===== config.mk =====
export PLATFORM = sky130hd
export DESIGN_NAME = cdhp_top
export DESIGN_NICKNAME = d
export VERILOG_FILES = /design/src/core/cdhp_pkg.sv /design/src/core/cdhp_sync.sv /design/src/core/cdhp_top.sv
export SDC_FILE = /design/constraint.sdc
export NUM_CORES = 1
export LEC_CHECK = 0
export ABC_AREA = 1
export BUFFER_PORTS_ARGS = -buffer_cell sky130_fd_sc_hd__clkbuf_2
export CAP_MARGIN = 30
export CORE_ASPECT_RATIO = 1.5
export CORE_MARGIN = 4
export CORE_UTILIZATION = 30
export CTS_CLUSTER_SIZE = 16
export DETAILED_ROUTE_END_ITERATION = 8
export PLACE_DENSITY_LB_ADDON = 0.2
export SKIP_CTS_REPAIR_TIMING = 1
export SLEW_MARGIN = 10
export SYNTH_ARGS = -nofsm -noshare
export SYNTH_HDL_FRONTEND = slang
export SYNTH_SLANG_ARGS = --single-unit

===== constraint.sdc =====
create_clock -name mclk -period 16.3 [get_ports mclk]
set_input_delay 3.26 -clock mclk [delete_from_list [all_inputs] [get_ports mclk]]
set_output_delay 3.26 -clock mclk [all_outputs]
set_load 0.03 [all_outputs]

===== src/core/cdhp_pkg.sv =====
package cdhp_pkg;
   localparam int          CDHP_LINE_CHARS    = 8;
   localparam int          CDHP_TEXT_DEPTH    = 80;
   localparam logic [6:0]  CDHP_LINE1_BASE    = 7'h00;
   localparam logic [6:0]  CDHP_LINE2_BASE    = 7'h40;
   localparam logic [6:0]  CDHP_LINE1_LAST    = 7'h27;
   localparam logic [6:0]  CDHP_LINE2_LAST    = 7'h67;
   localparam int          CDHP_GLYPH_BYTES   = 64;
   localparam int          CDHP_ROM_SMALL     = 192;
   localparam int          CDHP_ROM_TALL      = 32;
   localparam logic [7:0]  CDHP_SPACE_CODE    = 8'h20;
   localparam logic [7:0]  CDHP_RESET_FUNC    = 8'h30;
   localparam int          CDHP_CLK_MHZ       = 50;
   localparam int          CDHP_CMD_TIME_NS   = 38000;
   localparam int          CDHP_CMD_CYCLES    = (CDHP_CMD_TIME_NS * CDHP_CLK_MHZ + 999) / 1000;
   localparam int          CDHP_CLR_TIME_NS   = 1520000;
   localparam int          CDHP_CLR_CYCLES    = (CDHP_CLR_TIME_NS * CDHP_CLK_MHZ + 999) / 1000;
   localparam int          CDHP_SYNC_STAGES   = 2;
   typedef enum logic [1:0] {cdhp_idle, cdhp_busy, cdhp_clear} cdhp_state_t;
endpackage


===== src/core/cdhp_sync.sv =====
module cdhp_sync
   import cdhp_pkg::*;
#(
   parameter int W = 1
)(
   input  wire logic         mclk,
   input  wire logic         rst,
   input  wire logic         ce,
   input  wire logic [W-1:0] d,
   output logic      [W-1:0] q
);
   logic [W-1:0] meta;
   logic [W-1:0] next_meta;
   logic [W-1:0] next_q;

   always_comb
   begin
      next_meta = ce ? d : meta;
      next_q    = ce ? meta : q;
   end

   always_ff @(posedge mclk)
   begin
      if (rst)
      begin
         meta <= '0;
         q    <= '0;
      end
      else
      begin
         meta <= next_meta;
         q    <= next_q;
      end
   end
endmodule


===== src/core/cdhp_top.sv =====
// Behaviour
// - register_select high reaches data register, low reaches instruction register.
// - host bus is 4-bit or 8-bit, chosen by bit 4 of the function set command.
// - display shows two lines of eight character positions.
// - line one positions 1..8 read text memory 00h..07h in order.
// - line two positions 1..8 read text memory 40h..47h in order.
// - text memory stores 80 eight-bit character codes.
// - user glyph memory holds 64 bytes, eight 5x8 glyphs.
// - fixed glyph ROM sizes of 192 5x7 glyphs and 32 5x10 glyphs stand as constants only; no glyph ROM is built.
// - instruction read returns busy_indicator on bit 7, address_counter below.
// - in 4-bit mode each byte moves as two nibble transfers.
module cdhp_top
   import cdhp_pkg::*;
#(
   parameter int CMD_CYCLES = CDHP_CMD_CYCLES,
   parameter int CLR_CYCLES = CDHP_CLR_CYCLES
)(
   input  wire logic       mclk,
   input  wire logic       rst,
   input  wire logic       ce,
   input  wire logic       register_select,
   input  wire logic       read_not_write,
   input  wire logic       enable,
   input  wire logic [7:0] db_in,
   output logic      [7:0] db_out,
   output logic            db_oe,
   output logic            busy_indicator,
   output logic      [6:0] address_counter,
   output logic      [3:0] scan_pos,
   output logic      [7:0] scan_code
);
   logic [10:0] pins;
   logic        rs_s;
   logic        rw_s;
   logic        en_s;
   logic [7:0]  db_s;
   logic        en_d;
   assign {rs_s, rw_s, en_s, db_s} = pins;

   cdhp_sync #(.W(11)) u_sync (
      .mclk (mclk),
      .rst  (rst),
      .ce   (ce),
      .d    ({register_select, read_not_write, enable, db_in}),
      .q    (pins)
   );

   // Storage
   logic [7:0] text_mem [CDHP_TEXT_DEPTH];
   logic [7:0] glyph_mem [CDHP_GLYPH_BYTES];
   // Control state
   cdhp_state_t state, next_state;
   logic [20:0] timer, next_timer;
   logic [6:0]  ac, next_ac;
   logic        to_glyph, next_to_glyph;
   logic        bus8, next_bus8;
   logic        incr, next_incr;
   logic        half, next_half;
   logic [3:0]  hi_nib, next_hi_nib;
   logic [6:0]  clr_idx, next_clr_idx;
   logic [7:0]  next_db_out;
   logic        next_db_oe;
   logic [3:0]  next_scan_pos;
   logic [7:0]  next_scan_code;
   logic        strobe_fall;
   logic        byte_done;
   logic [7:0]  byte_in;
   logic        wr_text;
   logic        wr_glyph;
   logic [6:0]  text_idx;
   logic [6:0]  ac_step;
   logic [6:0]  scan_addr;

   assign strobe_fall = en_d && !en_s;

   function automatic logic [6:0] cdhp_index(input logic [6:0] a);
      cdhp_index = a[6] ? 7'({1'b0, a[5:0]} + 7'h28) : a;
   endfunction

   function automatic logic [6:0] cdhp_step(input logic [6:0] a, input logic up);
      if (up)
         cdhp_step = (a == CDHP_LINE1_LAST) ? CDHP_LINE2_BASE :
                     (a == CDHP_LINE2_LAST) ? CDHP_LINE1_BASE : 7'(a + 7'h01);
      else
         cdhp_step = (a == CDHP_LINE2_BASE) ? CDHP_LINE1_LAST :
                     (a == CDHP_LINE1_BASE) ? CDHP_LINE2_LAST : 7'(a - 7'h01);
   endfunction

   always_comb
   begin
      next_state    = state;
      next_timer    = timer;
      next_ac       = ac;
      next_to_glyph = to_glyph;
      next_bus8     = bus8;
      next_incr     = incr;
      next_half     = half;
      next_hi_nib   = hi_nib;
      next_clr_idx  = clr_idx;
      next_db_oe    = rw_s && en_s;
      next_db_out   = db_out;
      byte_done     = 1'b0;
      byte_in       = db_s;
      wr_text       = 1'b0;
      wr_glyph      = 1'b0;
      text_idx      = cdhp_index(ac);
      ac_step       = cdhp_step(ac, incr);
      if (strobe_fall)
      begin
         if (bus8)
            byte_done = 1'b1;
         else if (!half)
         begin
            next_half   = 1'b1;
            next_hi_nib = db_s[7:4];
         end
         else
         begin
            next_half = 1'b0;
            byte_done = 1'b1;
            byte_in   = {hi_nib, db_s[7:4]};
         end
      end
      // read path, bus flag over counter
      if (rw_s)
      begin
         if (!rs_s)
            next_db_out = {state != cdhp_idle, ac};
         else
            next_db_out = to_glyph ? glyph_mem[ac[5:0]] : text_mem[text_idx];
         if (!bus8 && half)
            next_db_out = {next_db_out[3:0], 4'h0};
      end
      unique case (state)
         cdhp_idle:
         begin
            if (byte_done && !rw_s)
            begin
               next_state = cdhp_busy;
               next_timer = 21'(CMD_CYCLES - 1);
               if (rs_s)
               begin
                  wr_glyph = to_glyph;
                  wr_text  = !to_glyph;
                  next_ac  = to_glyph ? {1'b0, 6'(ac[5:0] + 6'h01)} : ac_step;
               end
               else if (byte_in[7])
               begin
                  next_to_glyph = 1'b0;
                  next_ac       = byte_in[6:0];
               end
               else if (byte_in[6])
               begin
                  next_to_glyph = 1'b1;
                  next_ac       = {1'b0, byte_in[5:0]};
               end
               else if (byte_in[5])
                  next_bus8 = byte_in[4];
               else if (byte_in[4])
                  next_ac = byte_in[3] ? ac : cdhp_step(ac, byte_in[2]);
               else if (byte_in[3])
                  next_incr = incr;
               else if (byte_in[2])
                  next_incr = byte_in[1];
               else if (byte_in[1])
               begin
                  next_ac       = CDHP_LINE1_BASE;
                  next_to_glyph = 1'b0;
                  next_timer    = 21'(CLR_CYCLES - 1);
               end
               else if (byte_in[0])
               begin
                  next_state    = cdhp_clear;
                  next_clr_idx  = '0;
                  next_ac       = CDHP_LINE1_BASE;
                  next_incr     = 1'b1;
                  next_to_glyph = 1'b0;
                  next_timer    = 21'(CLR_CYCLES - 1);
               end
            end
            else if (byte_done && rs_s)
               next_ac = to_glyph ? {1'b0, 6'(ac[5:0] + 6'h01)} : ac_step;
         end
         cdhp_busy:
         begin
            if (timer == '0)
               next_state = cdhp_idle;
            else
               next_timer = 21'(timer - 21'd1);
         end
         cdhp_clear:
         begin
            wr_text  = 1'b1;
            text_idx = clr_idx;
            byte_in  = CDHP_SPACE_CODE;
            if (clr_idx != 7'(CDHP_TEXT_DEPTH - 1))
               next_clr_idx = 7'(clr_idx + 7'h01);
            if (timer == '0 && clr_idx == 7'(CDHP_TEXT_DEPTH - 1))
               next_state = cdhp_idle;
            else if (timer != '0)
               next_timer = 21'(timer - 21'd1);
         end
      endcase
   end

   // scan eight positions of two lines
   always_comb
   begin
      next_scan_pos = 4'(scan_pos + 4'h1);
      scan_addr     = (scan_pos[3] ? CDHP_LINE2_BASE : CDHP_LINE1_BASE) + {4'h0, scan_pos[2:0]};
      next_scan_code = text_mem[cdhp_index(scan_addr)];
   end

   always_ff @(posedge mclk)
   begin
      if (rst)
      begin
         state           <= cdhp_idle;
         timer           <= '0;
         ac              <= '0;
         to_glyph        <= 1'b0;
         bus8            <= 1'b1;
         incr            <= 1'b1;
         half            <= 1'b0;
         hi_nib          <= '0;
         clr_idx         <= '0;
         en_d            <= 1'b0;
         db_out          <= '0;
         db_oe           <= 1'b0;
         scan_pos        <= '0;
         scan_code       <= '0;
         busy_indicator  <= 1'b0;
         address_counter <= '0;
      end
      else if (ce)
      begin
         state           <= next_state;
         timer           <= next_timer;
         ac              <= next_ac;
         to_glyph        <= next_to_glyph;
         bus8            <= next_bus8;
         incr            <= next_incr;
         half            <= next_half;
         hi_nib          <= next_hi_nib;
         clr_idx         <= next_clr_idx;
         en_d            <= en_s;
         db_out          <= next_db_out;
         db_oe           <= next_db_oe;
         scan_pos        <= next_scan_pos;
         // line positions map to 00h/40h upward
         scan_code       <= next_scan_code;
         busy_indicator  <= next_state != cdhp_idle;
         address_counter <= next_ac;
         if (wr_glyph)
            glyph_mem[ac[5:0]] <= byte_in;
         if (wr_text)
            text_mem[text_idx] <= byte_in;
      end
   end

   localparam int ROM_TOTAL = CDHP_ROM_SMALL + CDHP_ROM_TALL + 8 * 4;

   a_busy_flag: assert property (@(posedge mclk) disable iff (rst)
      ce |=> busy_indicator == (state != cdhp_idle))
      else $error("busy flag mismatch");
   a_line_two: assert property (@(posedge mclk) disable iff (rst)
      (ce && scan_pos == 4'h8) |-> scan_addr == CDHP_LINE2_BASE)
      else $error("line two base wrong");
   a_bus_drive: assert property (@(posedge mclk) disable iff (rst)
      db_oe |-> $past(rw_s))
      else $error("bus driven on write");
   a_status_read: assert property (@(posedge mclk) disable iff (rst)
      (ce && rw_s && !rs_s && (bus8 || !half))
         |=> db_out == {$past(busy_indicator), $past(address_counter)})
      else $error("status read wrong");
   a_write_busy: assert property (@(posedge mclk) disable iff (rst)
      (ce && byte_done && !rw_s && state == cdhp_idle) |=> busy_indicator)
      else $error("write did not start");
   a_nibble_pair: assert property (@(posedge mclk) disable iff (rst)
      (ce && !bus8 && strobe_fall) |=> half != $past(half))
      else $error("nibble pairing broken");
   c_cmd_write: cover property (@(posedge mclk) state == cdhp_busy);
   c_clear:     cover property (@(posedge mclk) state == cdhp_clear);
   c_nibble:    cover property (@(posedge mclk) !bus8 && half);
endmodule


## After elaboration in Yosys (flattened, before gate mapping)

Memories as Yosys holds them, arrays and structs flattened. A register that Yosys moved wholly into a read port is not among the register bits.
Index checks and enable logic that the tools add are counted.
Widths: inputs -> output; s select.

| storage, ports and cells | value |
|---|---|
| register bits after elaboration | 82 |
| RAM bits | 1152 |
| input port bits | 14 |
| output and inout bits | 29 |
| word-level logic and storage cells | 193 |
| memories | 2 |

Memory list:

| name | words | width | read ports | clocked after memory_dff | wr ports | RTL line | RTL |
|---|---|---|---|---|---|---|---|
| text_mem | 80 | 8 | 2 | 1 | 1 | cdhp_top.sv:49 | `logic [7:0] text_mem [CDHP_TEXT_DEPTH];` |
| glyph_mem | 64 | 8 | 1 | 1 | 1 | cdhp_top.sv:50 | `logic [7:0] glyph_mem [CDHP_GLYPH_BYTES];` |

| cells by class | value |
|---|---|
| $add $sub $neg | 9 |
| equal/unequal tests | 30 |
| muxes and demuxes | 99 |
| bitwise gates (word level) | 8 |
| reductions and logical operators | 29 |

Operator list:

| cell | count |
|---|---|
| $mux 7 | 33 |
| $mux 17 | 9 |
| $mux 21 | 4 |
| $pmux 21 s3 | 1 |
| $mux 8 | 7 |
| $mux 1 | 28 |
| $ne 2x2->1 const B | 14 |
| $mux 2 | 12 |
| $eq 7x7->1 const B | 3 |
| $logic_not 21->1 | 1 |
| $reduce_bool 21->1 | 1 |
| $sub 21x1->21 const B | 1 |
| $add 6x6->7 const B | 2 |
| $add 7x1->7 const B | 2 |
| $pmux 7 s2 | 1 |
| $reduce_and 7->1 | 2 |
| $reduce_and 13->1 | 1 |
| $mux 6 | 2 |
| $ne 3x1->1 const B | 4 |
| $reduce_and 11->1 | 1 |
| $ne 5x4->1 const B | 2 |
| $reduce_bool 2->1 | 5 |
| $reduce_and 9->1 | 1 |
| $not 1->1 | 8 |
| other kinds (22) | 30 |

## Longest topological paths before layout

Gate-level depths: netlist of the first run.

| logic depth | value |
|---|---|
| word-level depth | 15 |
| gate-level depth with buffers | 19 |
| mapped depth without buffers | 18 |

## Modules after synthesis

Synthesis of the first run repeated with hierarchy kept, for this count alone.

| unflattened totals | value |
|---|---|
| cell total of the unflattened synthesis | 5182 |
| area total of the unflattened synthesis | 53974.3 µm² |

By module, submodules not included:

| module | instances | cells an instance | area each (µm²) | seq. area each (µm²) |
|---|---|---|---|---|
| cdhp_top | 1 | 5042 | 53048.4 | 36074.6 |
| cdhp_sync | 1 | 140 | 925.9 | 440.4 |

## Worst setup path after synthesis of the first run

Ideal clock, no wire load.

| timing path | value |
|---|---|
| kind | register -> register |
| start point | register state[0] |
| end point | memory glyph_mem[0][1], data pin |
| library setup time | 0.871 ns |
| arrival | 4.350 ns |
| data required time | 15.429 ns |
| slack | 11.079 ns |
| cell stages (with the launch flop) | 6 |
| path buffers | 2 |
| period minus slack after synthesis | 5.221 ns |
| cells stage by stage | dfxtp_1 -> inv_1 -> ha_1 -> clkbuf_1 -> clkbuf_1 -> nor2_1 |

| between the ends | value |
|---|---|
| cells in the longest elaborated chain, start to end | 2 |

Ends and longest elaborated chain:

| what | RTL line | RTL |
|---|---|---|
| from (decl) | cdhp_top.sv:52 | `cdhp_state_t state, next_state;` |
| from (signal assigned) | cdhp_top.sv:218 | `state <= cdhp_idle;` |
| from (signal assigned) | cdhp_top.sv:237 | `state <= next_state;` |
| $eq 2x2->1 | cdhp_top.sv:134 | `unique case (state)` |
| $mux 8 | cdhp_top.sv:134 |  |
| net byte_in[1] | cdhp_top.sv:67 | `logic [7:0] byte_in;` |
| to (decl) | cdhp_top.sv:50 |  |

The timed path passes the listed nets, and every way through them passes these cells.

## Worst setup path after layout of the first run

| timing path | value |
|---|---|
| start point | input port ce |
| end point | memory glyph_mem[42][1] (enable) |

| between the ends | value |
|---|---|
| cells in the longest elaborated chain, start to end | 3 |

Ends and longest elaborated chain:

| what | RTL line | RTL |
|---|---|---|
| from (decl) | cdhp_top.sv:20 | `input wire logic ce,` |
| $mux 1 | cdhp_top.sv:235 | `else if (ce)` |
| $mux 1 | cdhp_top.sv:216 | `if (rst)` |
| $mux 1 (not written as such) | cdhp_top.sv:255 | `glyph_mem[ac[5:0]] <= byte_in;` |

No other way between the ends.

==> results of run 1 <==
-- kinds of logic (layout without fill, tap and decap cells) --
logic type	after synthesis	count (layout)	share of synthesized area (%)
AND/OR/NAND/NOR	2706	2706	21.11
flip-flops	1248	1248	68.13
buffers and inverters	648	713	4.758
AO/OA/AOI/OAI	509	509	5.409
XOR/XNOR	19	19	0.3105
adder cells (fa/ha/maj)	12	12	0.2802
other	0	2	0
-- flip-flops by register name, summed over array words and instances, names as in the netlist, 2 cells and up, named ones only --
signal / flops
clr_idx: 7
state: 2
u_sync.q: 11
u_sync.meta: 11
scan_pos: 4
text_mem: 640
timer: 21
ac: 7
db_out: 8
glyph_mem: 512
scan_code: 8
hi_nib: 4
-- synthesized netlist by cell type (5+ instances only) --
cell type	n	area (um2)
xor2_1	13	113.9
inv_2	11	41.29
a22oi_1	5	37.54
xnor2_1	6	52.55
o21ai_1	19	95.09
o21ai_0	208	1041
nor2_1	508	1907
buf_2	82	410.4
or2_2	59	369.1
ha_1	12	150.1
dfxtp_1	96	1922
o211ai_1	87	653.1
a21oi_1	151	755.7
o221ai_1	7	61.31
nand4_1	14	87.58
nand2_1	1415	5311
edfxtp_1	1152	34590
nor3_1	17	85.08
buf_1	32	120.1
clkbuf_1	156	585.6
nor2_2	5	31.28
nand2_2	5	31.28
nand3_1	666	3333
inv_1	361	1355
a211oi_1	6	45.04
-- layer usage --
| layer | vias up | track usage, % | routed length, um |
|---|---|---|---|
| li1 | 17450 | - | - |
| met1 | 17850 | 21.10 | 67280 |
| met2 | 975 | 32.53 | 87070 |
| met3 | 294 | 2.035 | 7309 |
| met4 | 2 | 8.140 | 7986 |
| met5 | - | 0 | 13 |
-- cell type report --
| class | count | area [um2] |
|---|---|---|
| diodes | 2 | 5.005 |
| clock buffers | 147 | 3157 |
| clock inverters | 71 | 716.9 |
| fillers | 17720 | 116900 |
| inverters | 375 | 1418 |
| multi-input cells | 3246 | 14620 |
| flip-flops and latches | 1248 | 36530 |
| well taps | 2292 | 2868 |
| repair buffers | 120 | 935.9 |
-- through the flow --
step | hold WS [ns] | setup slack [ns] | utilization [%] | instances | instance area, um2
3_5_place_dp | 0.4537 | 9.648 | 31.81 | 7280 | 56340
6_report | 0.4648 | 10.44 | 34.02 | 7501 | 60250
2_1_floorplan | 0.4340 | 11.08 | - | 5142 | 53590
5_1_grt | 0.4908 | 10.19 | 34.01 | 7499 | 60240
3_3_place_gp | 0.4519 | 9.526 | 31.72 | 7274 | 56180
4_1_cts | 0.4637 | 10.44 | 34.00 | 7498 | 60220
-- worst max-delay path by stage --
stage / end / slack [ns] / from
floorplan: glyph_mem[0][1] / 11.08 / state[0]
global placement: text_mem[71][1] / 9.53 / rst
detailed placement: glyph_mem[42][1] / 9.65 / ce
CTS: address_counter[0] / 10.44 / ac[0]
global route: glyph_mem[42][1] / 10.19 / ce
finish: glyph_mem[42][1] / 10.44 / ce
-- worst reg2reg max path, cell delays in order, from the launching register on --
cell,delay (ns)
dfxtp_4,0.72
inv_4,0.47
buf_4,0.53
nor2_2,0.85
inv_1,0.67
nor2_1,0.73
-- cell usage in the layout, fill, tap and decap left out, types with 13 or more instances in the layout --
cell and instances:
nor2_1 500, nand3_1 666, inv_1 358, a21oi_1 151
o211ai_1 87, clkbuf_2 42, edfxtp_1 1152, xor2_1 13
clkbuf_1 24, or2_2 59, buf_4 71, o21ai_1 19
nand4_1 14, o21ai_0 208, nor3_1 17, bufinv_16 13
clkinv_2 27, clkinv_1 17, nand2_1 1412, clkbuf_16 122
dfxtp_1 92
-- power by group through the flow --
stage          Clock (uW)  Sequential [uW]  Combinational, uW
2_1_floorplan           0             3620                299
3_3_place_gp            0             3610                534
3_5_place_dp            0             3610                535
4_1_cts              2850             3540                536
5_1_grt              2990             3540                577
6_report             2790             3540                530
==> reports/results.ini, run 1 <==
[setup_path]
crit_path_frequent_cell=nor2_1
timing.setup.critical_path_class=in -> reg
crit_family=simple AND/OR/NAND/NOR gates
ff2ff_path_depth=5
cp_max_fo=39
path_cells=clkbuf_2 -> buf_4 -> nand2_1 -> nor4_4 -> inv_1 -> nor2_1 -> nand3_1 -> nor2_1
cp-end-kind=flop
path_depth=8
crit_buf_inv=3
critPathLaunchType=input pin
required_ns=16.67
cpPeakStageDelay_ns=0.79
ff2ff_setup_slack_ns=11.95
crit_slowest_cell=nor4_4
r2r-start=ac[0]
r2r_end=glyph_mem[39][7]
cp.arrival_ns=6.23

[clocking]
cts.path.max_buffers=3
clockRootBuffer=clkbuf_16
clkTransAtPathRegs_ns=0.06
cts_tree=done
htreeDepth=3
cts_num_sinks=1248
clkLatencyLatePin_ns=0.75
cts_buffers=119

[place]
dpl.hpwl_um=107900
gp_congestion=0.8598
io_buffers=42

[finish]
fin_nets=5136
layout-drive-gt1-share_pct=7.874
area_growth_syn_to_layout_pct=12.42

[floorplanning]
chipWidth_um=353.1
rows=189
core_mm2=0.1771
dieArea_mm2=0.1856
die_h_um=525.7
io-pin-count=43
initial_core_util_pct=30.26

[grt]
grt_pass1_vias=36860
grt_first_pass_wirelength_um=246900
grt-ovfl-total=0
grt_max_degree=105
grt_util_all_layers_pct=17.88
antenna_found_initial=6

[synthesis]
netlist_area_mm2=0.05359
synth_edf_count=1152
async_reset_ff_share_pct=0
synth_ff_type=edfxtp_1
ys_seq_area_share_pct=68.13
syn_area_per_cell_um2=10.42
synth_cell_types=54
yosys_warnings=0
synth_seq_cells=1248
synthesis.nets=5168
syn_inst=5142

[drt]
vias_per_cell=4.875
wl_um=169700
wire_per_inst_um=22.62
antenna_left=0
drt_pass1_iterations=5
drc=0
drt_iter0_drc=2479
vias=36570

[timing]
setup_viol=0
tightest_slew_ns=1.028
clock.fmax_mhz=170.6
period_share_pct=35.97
fin_crit_ns=5.862
slew_violations=0
hold_viol=0
fin_skew_ns=0.03828
tns_ns=0
grt_setup_unrepaired=no
max_slew_margin_pct=31.36

[worst_hold_path]
hp-start=u_sync.q[1]
hp-class=reg -> reg
hold_path_depth=2
hold_end=u_sync.q[1]

[pwr]
p_seq_share_pct=51.6
comb_power_share_pct=7.7
peakVddDrop_mv=0.08745
p_clk_share_pct=40.7
power.density_mw_per_mm2=114.0
power_uw=6868
internal-power_uw=5220
swShare_pct=24.00
switchingPower_uw=1648
cellLeakagePower_uw=0.02230

[outcome]
outcome=complete, no violations

[run]
maxCapViolCount=0

Note: power is estimated with default switching activity, not from simulation.
==> run 2, diff against run 1 <==
clock period = 4.81 ns   (was 16.3 ns; I/O delays follow)
==> reports/results.ini, run 2 (synthesized netlist as in run 1, its figures left out) <==
[grt]
grt_max_degree=146  ; +39%
antenna_found_initial=1  ; -5
grt_pass1_vias=36630  ; -0.64%
grt-ovfl-total=0  ; unchanged
grt_first_pass_wirelength_um=247000  ; about the same
grt_util_all_layers_pct=17.92  ; +0.040 points

[pwr]
p_clk_share_pct=41.8  ; +1.1 points
switchingPower_uw=5725  ; +250%
power.density_mw_per_mm2=387.4  ; +240%
swShare_pct=24.14  ; +0.14 points
cellLeakagePower_uw=0.02286  ; +2.5%
p_seq_share_pct=50.6  ; -1.0 points
comb_power_share_pct=7.6  ; about the same
internal-power_uw=17990  ; +240%
peakVddDrop_mv=0.3534  ; +300%

[timing]
slew_violations=0  ; unchanged
period_share_pct=79.09
tns_ns=0  ; unchanged
grt_setup_unrepaired=no
tightest_slew_ns=1.002  ; -0.02611 ns
max_slew_margin_pct=32.62  ; +1.3 points
hold_viol=0  ; unchanged
setup_viol=0  ; unchanged
clock.fmax_mhz=262.9
setup_ws_ns=1.006  ; -9.432 ns
fin_skew_ns=0.03323  ; -0.005046 ns
fin_crit_ns=3.804

[finish]
area_growth_syn_to_layout_pct=14.26
fin_nets=5225  ; +1.7%
layout_common_cells=nand2_1 (1412), edfxtp_1 (1152), nand3_1 (666)
multi_input_area_mm2=0.01461  ; about the same
largest_register_ffs=640  ; unchanged
seqCellArea_mm2=0.03653  ; unchanged
fillers=17700  ; -0.11%
final_common_cell=nand2_1
regMostFlops=text_mem
layout-drive-gt1-share_pct=9.232  ; +1.4 points

[setup_path]
cp_max_fo=17  ; -56%
ff2ff_setup_slack_ns=1.01  ; -10.94 ns
cp-end-kind=flop
critPathLaunchType=flop
timing.setup.critical_path_class=reg -> reg
required_ns=5.20  ; -11.47 ns
cp.arrival_ns=4.20  ; -2.03 ns

[clocking]
cts_num_sinks=1248  ; unchanged
clkLatencyLatePin_ns=0.78  ; +0.03 ns
htreeDepth=4  ; +1
cts_tree=done
cts_buffers=130  ; +9.2%
clockRootBuffer=clkbuf_16
cts.path.max_buffers=3  ; unchanged
clkTransAtPathRegs_ns=0.06  ; about the same

[drt]
antenna_left=0  ; unchanged
vias=37100  ; +1.4%
vias_per_cell=4.887  ; +0.24%
drt_pass1_iterations=6  ; +1
drc=0  ; unchanged
wl_um=170700  ; +0.61%
drt_iter0_drc=2844  ; +15%
wire_per_inst_um=22.49  ; -0.59%

[place]
dpl.hpwl_um=107900  ; about the same
pre_cts_ws_ns=1.090  ; -8.558 ns
io_buffers=42  ; unchanged
gp_congestion=0.9028  ; +5.0%

[floorplanning]
die_h_um=525.7  ; unchanged
dieArea_mm2=0.1856  ; unchanged
chipWidth_um=353.1  ; unchanged
io-pin-count=43  ; unchanged
core_mm2=0.1771  ; unchanged
rows=189  ; unchanged
initial_core_util_pct=30.26  ; unchanged

[outcome]
outcome=complete, no violations

[worst_hold_path]
hp-class=in -> reg

[run]
maxCapViolCount=0  ; unchanged

## run 2: critical path: stages, from the launching register on
cell	delay (ns)
dfxtp_1	0.63
inv_2	0.19
ha_1	0.32
nand2_1	0.05
o21ai_1	0.21
buf_4	0.31
inv_2	0.19
o21ai_1	0.22
inv_1	0.10
nor2_1	0.13
nand2_1	0.38
nor2_1	0.67
## run 2: path summary, 6_finish.rpt
| check | startpoint | cells past startpoint | to |
|---|---|---|---|
| max | ac[4] | 11 | text_mem[16][1] |
| min | db_in[0] | 3 | u_sync.meta[0] |
| max reg2reg | ac[4] | 11 | text_mem[16][1] |
| min reg2reg | u_sync.q[2] | 2 | u_sync.q[2] |
## run 2: cell type report
type	instances	share of cell area [%]
Multi-Input combinational cell	3246	23.86
Timing Repair Buffer	198	2.742
Antenna cell	2	0.008173
Clock inverter	55	0.8173
Sequential cell	1248	59.65
Tap cell	2292	4.683
Inverter	375	2.321
Clock buffer	175	5.911
## run 2: stage by stage
stage / cell area (um2) / power [uW] / hold WS [ns] / utilization, % / instances
2_1_floorplan: 53590 / 13280 / 0.4340 / - / 5142
3_3_place_gp: 57000 / 14050 / 0.4449 / 32.18 / 7355
3_5_place_dp: 57050 / 14060 / 0.4636 / 32.21 / 7357
4_1_cts: 61170 / 23970 / 0.3563 / 34.54 / 7587
5_1_grt: 61230 / 24500 / 0.4083 / 34.57 / 7589
6_report: 61230 / 23720 / 0.4174 / 34.57 / 7591
## run 2: metal layers
metal  up-vias  track usage (%)  part of all wire, %
met5         -                0                    0
li1      17640                -                    -
met2       874            32.77                   52
met1     18260            20.49                   39
met3       319            2.759                  4.3
met4         0            8.277                  4.5
## run 2: power groups by stage
stage                     clock [uW]  sequential [uW]  combinational [uW]
after CTS                      10100            12000                1830
after global placement             0            12200                1820
after global routing           10500            12000                1970
after floorplan                    0            12300                1010
after detailed placement           0            12200                1820
final                           9910            12000                1810
